`src/hw/octbt_pkg.sv`:
```
// Package for the octal bus transceiver with storage registers.
// Assumes one 250 MHz system clock; all pins are asynchronous to it.
package octbt_pkg;
    // ====================================================================
    // Sizes and reset values
    localparam int OCTBT_WIDTH = 8;
    localparam int OCTBT_SYNC_STAGES = 2;
    localparam logic [7:0] OCTBT_REG_RST = 8'h00;
    localparam logic [7:0] OCTBT_OUT_RST = 8'h00;
    localparam logic OCTBT_OE_N_RST = 1'b1;

    // ====================================================================
    // One bus side as driven by the device: data and active-low enable.
    typedef struct packed {
        logic [OCTBT_WIDTH-1:0] dout;
        logic oe_n;
    } octbt_drive_t;

    // Control pins after synchronisation.
    typedef struct packed {
        logic a_to_b_drive_enable;
        logic b_to_a_drive_enable_n;
        logic b_side_source_select;
        logic a_side_source_select;
    } octbt_ctrl_t;
endpackage

```
`src/hw/octbt_top.sv`:
```
// Octal bus transceiver with one storage register per direction.
// Assumes every pin input is asynchronous to ref_clk; a testbench resolves
// the bus wires from the data outputs and the active-low drive enables.
// Functional notes
// Eight bits pass between A and B buses; separate A and B registers.
// Select low drives live opposite-bus data; high drives stored data.
// Rising capture clock edge loads its bus into its register, always.
// B drives only with A-to-B enable high; A only with enable_n low.
// Both live, both enabled: each bus output reinforces its own level.
// Enables low, A select low: A bus gets live B data.
// Enables low, A select high: A bus gets inverted B register.
// Enables high, B select low: B bus gets inverted live A data.
// Enables high, B select high: B bus gets A register.
// A-to-B high, B-to-A low, selects high: both buses get stored data.
// B fed live from A with both edges: A register loads A data, B register loads inverted A data.
// A fed live from B with both edges: both registers load B data.
// Live select: outside may pulse both clocks, allowing path delays.
// Stored select: outside must stagger the two capture edges.
// A register changes only on its capture clock rising edge.
// After power-up both buses stay undriven until enabled.
`timescale 1ns/1ps
module octbt_top
    import octbt_pkg::*;
#(
    parameter int WIDTH = OCTBT_WIDTH
)
(
    input wire logic ref_clk, // System clock, 250 MHz.
    input wire logic rst, // Synchronous reset, active high.
    input wire logic [WIDTH-1:0] a_bus_in, // A bus pin levels.
    output logic [WIDTH-1:0] a_bus_out, // A bus drive data.
    output logic a_bus_oe_n, // A bus drive enable, low drives.
    input wire logic [WIDTH-1:0] b_bus_in, // B bus pin levels.
    output logic [WIDTH-1:0] b_bus_out, // B bus drive data.
    output logic b_bus_oe_n, // B bus drive enable, low drives.
    input wire logic a_to_b_drive_enable, // High lets B side drive.
    input wire logic b_to_a_drive_enable_n, // Low lets A side drive.
    input wire logic a_capture_clock, // Rising edge stores A bus.
    input wire logic b_capture_clock, // Rising edge stores B bus.
    input wire logic b_side_source_select, // High: B gets stored data.
    input wire logic a_side_source_select // High: A gets stored data.
);
    // ====================================================================
    // Elaboration check
    if (WIDTH != OCTBT_WIDTH)
    begin : g_bad_width
        $error("octbt_top: WIDTH must equal the package bus width");
    end

    // ====================================================================
    // Synchronisers
    octbt_ctrl_t ctrl_meta_ff, ctrl_ff;
    logic [WIDTH-1:0] a_meta_ff, a_live_ff, b_meta_ff, b_live_ff;
    logic [2:0] cka_ff, ckb_ff;
    logic [WIDTH-1:0] a_reg_ff, b_reg_ff;
    octbt_drive_t a_drv_ff, b_drv_ff;
    octbt_drive_t nxt_a_drv, nxt_b_drv;
    wire octbt_ctrl_t ctrl_pins = '{a_to_b_drive_enable,
        b_to_a_drive_enable_n, b_side_source_select, a_side_source_select};

    // Two flops on every data and control pin; only stage two feeds logic.
    always_ff @(posedge ref_clk)
    begin
        if (rst)
        begin
            ctrl_meta_ff <= '{1'b0, 1'b1, 1'b0, 1'b0};
            ctrl_ff <= '{1'b0, 1'b1, 1'b0, 1'b0};
            a_meta_ff <= OCTBT_REG_RST;
            a_live_ff <= OCTBT_REG_RST;
            b_meta_ff <= OCTBT_REG_RST;
            b_live_ff <= OCTBT_REG_RST;
        end
        else
        begin
            ctrl_meta_ff <= ctrl_pins;
            ctrl_ff <= ctrl_meta_ff;
            a_meta_ff <= a_bus_in;
            a_live_ff <= a_meta_ff;
            b_meta_ff <= b_bus_in;
            b_live_ff <= b_meta_ff;
        end
    end

    // Capture clocks: two sync stages plus one history stage for edges.
    always_ff @(posedge ref_clk)
    begin
        if (rst)
        begin
            cka_ff <= 3'h0;
            ckb_ff <= 3'h0;
        end
        else
        begin
            cka_ff <= {cka_ff[1:0], a_capture_clock};
            ckb_ff <= {ckb_ff[1:0], b_capture_clock};
        end
    end

    // ====================================================================
    // Decode
    // Edges are seen on stages two and three, never on the metastable one.
    wire a_edge = cka_ff[1] & ~cka_ff[2];
    wire b_edge = ckb_ff[1] & ~ckb_ff[2];
    wire oe_ab = ctrl_ff.a_to_b_drive_enable;
    wire oe_ba_n = ctrl_ff.b_to_a_drive_enable_n;
    wire sel_b = ctrl_ff.b_side_source_select;
    wire sel_a = ctrl_ff.a_side_source_select;
    // Two enabled live paths would form a ring; instead each side holds.
    wire reinforce = oe_ab & ~oe_ba_n & ~sel_a & ~sel_b;
    // Stored B goes out inverted only in the A-only direction.
    wire [WIDTH-1:0] a_stored = oe_ab ? b_reg_ff : ~b_reg_ff;
    wire [WIDTH-1:0] a_sel = sel_a ? a_stored : b_live_ff;
    wire [WIDTH-1:0] b_sel = sel_b ? a_reg_ff : ~a_live_ff;

    // Next drive values for both sides.
    always_comb
    begin
        nxt_a_drv.dout = reinforce ? a_live_ff : a_sel;
        nxt_a_drv.oe_n = oe_ba_n;
        nxt_b_drv.dout = reinforce ? b_live_ff : b_sel;
        nxt_b_drv.oe_n = ~oe_ab;
    end

    // ====================================================================
    // Storage registers
    // Loads ignore select and enable; sampling both sides on the same
    // cycle gives equal contents when A is fed from B, inverse contents when B is fed from A.
    always_ff @(posedge ref_clk)
    begin
        if (rst)
        begin
            a_reg_ff <= OCTBT_REG_RST;
            b_reg_ff <= OCTBT_REG_RST;
        end
        else
        begin
            if (a_edge)
                a_reg_ff <= a_live_ff;
            if (b_edge)
                b_reg_ff <= b_live_ff;
        end
    end

    // Output flops; reset leaves both buses undriven.
    always_ff @(posedge ref_clk)
    begin
        if (rst)
        begin
            a_drv_ff <= '{OCTBT_OUT_RST, OCTBT_OE_N_RST};
            b_drv_ff <= '{OCTBT_OUT_RST, OCTBT_OE_N_RST};
        end
        else
        begin
            a_drv_ff <= nxt_a_drv;
            b_drv_ff <= nxt_b_drv;
        end
    end

    assign a_bus_out = a_drv_ff.dout;
    assign a_bus_oe_n = a_drv_ff.oe_n;
    assign b_bus_out = b_drv_ff.dout;
    assign b_bus_oe_n = b_drv_ff.oe_n;
endmodule // octbt_top

```
`config.mk`:
```
export PLATFORM = sky130hd
export DESIGN_NAME = octbt_top
export DESIGN_NICKNAME = d
export VERILOG_FILES = /design/src/hw/octbt_pkg.sv /design/src/hw/octbt_top.sv
export SDC_FILE = /design/constraint.sdc
export NUM_CORES = 1
export LEC_CHECK = 0
export ABC_AREA = 0
export ABC_CLOCK_PERIOD_IN_PS = 4650
export BUFFER_PORTS_ARGS = -buffer_cell sky130_fd_sc_hd__buf_2
export CORE_MARGIN = 10
export CORE_UTILIZATION = 55
export CTS_CLUSTER_DIAMETER = 60
export DETAILED_ROUTE_END_ITERATION = 10
export PLACE_DENSITY = 0.77
export SYNTH_ARGS = -nofsm -noshare
export SYNTH_HDL_FRONTEND = slang
export SYNTH_SLANG_ARGS = --single-unit
```
`constraint.sdc`:
```
create_clock -name ref_clk -period 4.65 [get_ports ref_clk]
set_input_delay 0.465 -clock ref_clk [delete_from_list [all_inputs] [get_ports ref_clk]]
set_output_delay 0.465 -clock ref_clk [all_outputs]
set_load 0.02 [all_outputs]
```
==> results.json <==
{
  "drv_slew": 0,
  "num_rows": 25,
  "reg2reg_slack_ns": 2.54,
  "hpwl_microns": 2850,
  "min_period_ns": 2.11,
  "antenna_found_initial": 0,
  "fin_crit_sh_pct": 45.4,
  "drt-initial-drc-count": 67,
  "clk_latency_ns": 0.34,
  "cts_root_buffer": "clkbuf_8",
  "antenna_cells": 0,
  "start_util_pct": 57.2,
  "fmax_mhz": 474,
  "routed_via_density": 4.69,
  "slew-limit-headroom_pct": 31.9,
  "cp.required_ns": 4.84,
  "cts_resized": 0,
  "cts_made_buffers": 9,
  "clk_path_buf_depth": 2,
  "synth_area_sq_um": 2720,
  "track_usage_pct": 11.3,
  "nNetsFinal": 313,
  "syn_nets": 278,
  "path_class": "reg -> reg",
  "io_buffers": 41,
  "critPathArrivalTime_ns": 2.30,
  "synthCells": 254,
  "worstMarginPinSlew_ns": 1.02,
  "worst-path-max-fanout": 24,
  "final_cell_mix": "80 x dfxtp_1, 46 x nor2b_1, 41 x buf_2, 32 x nor2_1, 24 x mux2i_1",
  "skew_ns": 0.00619,
  "grt_max_degree": 81,
  "synthFlopType": "dfxtp_1",
  "place_congestion": 0.720,
  "vias": 1693,
  "final_common_cell": "dfxtp_1",
  "crit_path_end_kind": "flop",
  "cts_setup_buffers": 0,
  "routed_wl_microns": 4350,
  "rsz0062_at_grt": "false",
  "setup_violations": 0,
  "postRouteAntennaNets": 0,
  "synth_cell_type_count": 19,
  "synth-seq-cells": 80,
  "synth-edff-count": 0,
  "dieHeight_microns": 90.3,
  "ctsHoldBuffers": 0,
  "pin_count": 42,
  "core_sq_um": 4750,
  "dr.pass1.iters": 4,
  "ys.warnings.count": 0,
  "multi_input_area_sq_um": 1030,
  "syn_avg_cell_area_sq_um": 10.7,
  "grt_pass1_vias": 1677,
  "maxCapViolations": 0,
  "clk_pin_slew_ns": 0.07,
  "regArea_sq_um": 1600,
  "fill_cells": 402,
  "drive_above_1_share_pct": 22.1,
  "area_growth_pct": 14.9,
  "die_w_microns": 90.3,
  "cts_max_level": 3,
  "grt_overflow": 0,
  "cts_sinks": 80,
  "cts_tree": "done",
  "p_leak_nw": 1.25,
  "fin_util_pct": 65.7,
  "max-vdd-ir-drop_mv": 0.224,
  "hold_class": "in -> reg",
  "tns_ns": 0,
  "grt_pass1_wl_microns": 7430,
  "dieArea_sq_um": 8160,
  "avgRoutedWirePerCell_microns": 12.1,
  "hold_viol_final": 0,
  "p_per_area_nw_per_um2": 418,
  "status": "finished, final reports clean",
  "startpoint_type": "flop",
  "synthArstFlopShare_pct": 0,
  "yosysSeqAreaShare_pct": 58.9,
  "drc_errors": 0
}
==> flip-flops by register name, indices dropped and copies added (netlist names) <==
signal / flops
b_meta_ff: 8
ctrl_meta_ff: 4
cka_ff: 3
b_reg_ff: 8
sel_a: 1
sel_b: 1
a_bus_out: 8
a_live_ff: 8
a_meta_ff: 8
a_reg_ff: 8
a_bus_oe_n: 1
b_bus_out: 8
oe_ab: 1
b_bus_oe_n: 1
b_live_ff: 8
oe_ba_n: 1
ckb_ff: 3
==> worst paths after layout <==
path	startpoint	end	depth (start not counted)
worst max-delay path	oe_ab	b_bus_out[2]	3
worst min-delay path	b_to_a_drive_enable_n	ctrl_meta_ff[2]	2
worst max register to register	oe_ab	b_bus_out[2]	3
worst min register to register	ctrl_meta_ff[2]	oe_ba_n	1
==> stage by stage <==
| step | cell area [sq um] | std cells | setup slack, ns | total power, mW | hold slack (ns) |
|---|---|---|---|---|---|
| 5_1_grt | 3130 | 361 | 2.42 | 1.36 | 0.306 |
| 3_3_place_gp | 2930 | 345 | 2.64 | 0.827 | 0.388 |
| 3_5_place_dp | 2930 | 345 | 2.56 | 0.828 | 0.395 |
| 2_1_floorplan | 2720 | 254 | 3.14 | 0.802 | 0.383 |
| 4_1_cts | 3130 | 361 | 2.53 | 1.32 | 0.291 |
| 6_report | 3130 | 361 | 2.54 | 1.31 | 0.306 |
==> kinds of logic (layout without fill, tap and decap cells) <==
kind of cell	Yosys count	after routing	synth area share [%]
and+or+nand+nor	100	100	19.8
DFF	80	80	58.9
AOI/OAI and AO/OA	24	24	6.62
muxes	24	24	8.83
xor gates and xnor gates	8	8	2.58
buffers and inverters	18	58	3.31
==> synth_stat cells, types with 8 or more instances <==
library cell | count | share of area (%)
nand2_1 | 8 | 1.1
dfxtp_1 | 80 | 59
nor2b_1 | 46 | 11
nor2_1 | 32 | 4.4
clkbuf_1 | 10 | 1.4
xnor2_1 | 8 | 2.6
o21ai_1 | 8 | 1.5
a211oi_2 | 8 | 3.7
mux2i_1 | 24 | 8.8
a21oi_1 | 8 | 1.5
and2_1 | 8 | 1.8
==> layer usage <==
metal | up-vias | wire length, microns | GRT usage, %
met5 | - | 0 | 0
met4 | 0 | 129 | 8.36
met1 | 765 | 2040 | 12.3
met3 | 11 | 163 | 3.24
met2 | 33 | 2020 | 18.2
li1 | 884 | - | -
==> worst max-delay path, cell delays in order (launching register included) <==
cell and delay [ns]:
dfxtp_1 0.69, or4b_1 0.91, o21ai_1 0.26, a21oi_1 0.09
==> area by class of cell <==
cell class | instances | share of cell area, %
Sequential cell | 80 | 51.2
Multi-Input combinational cell | 156 | 32.9
Timing Repair Buffer | 42 | 6.81
Clock buffer | 13 | 5.08
Tap cell | 67 | 2.68
Clock inverter | 3 | 1.28
==> where the power goes <==
group	total (mW)	internal, mW	switching (mW)
Clock	0.496	0.276	0.220
Sequential	0.729	0.714	0.0149
Combinational	0.0816	0.0388	0.0428
Power figures use the tool's default switching activity.
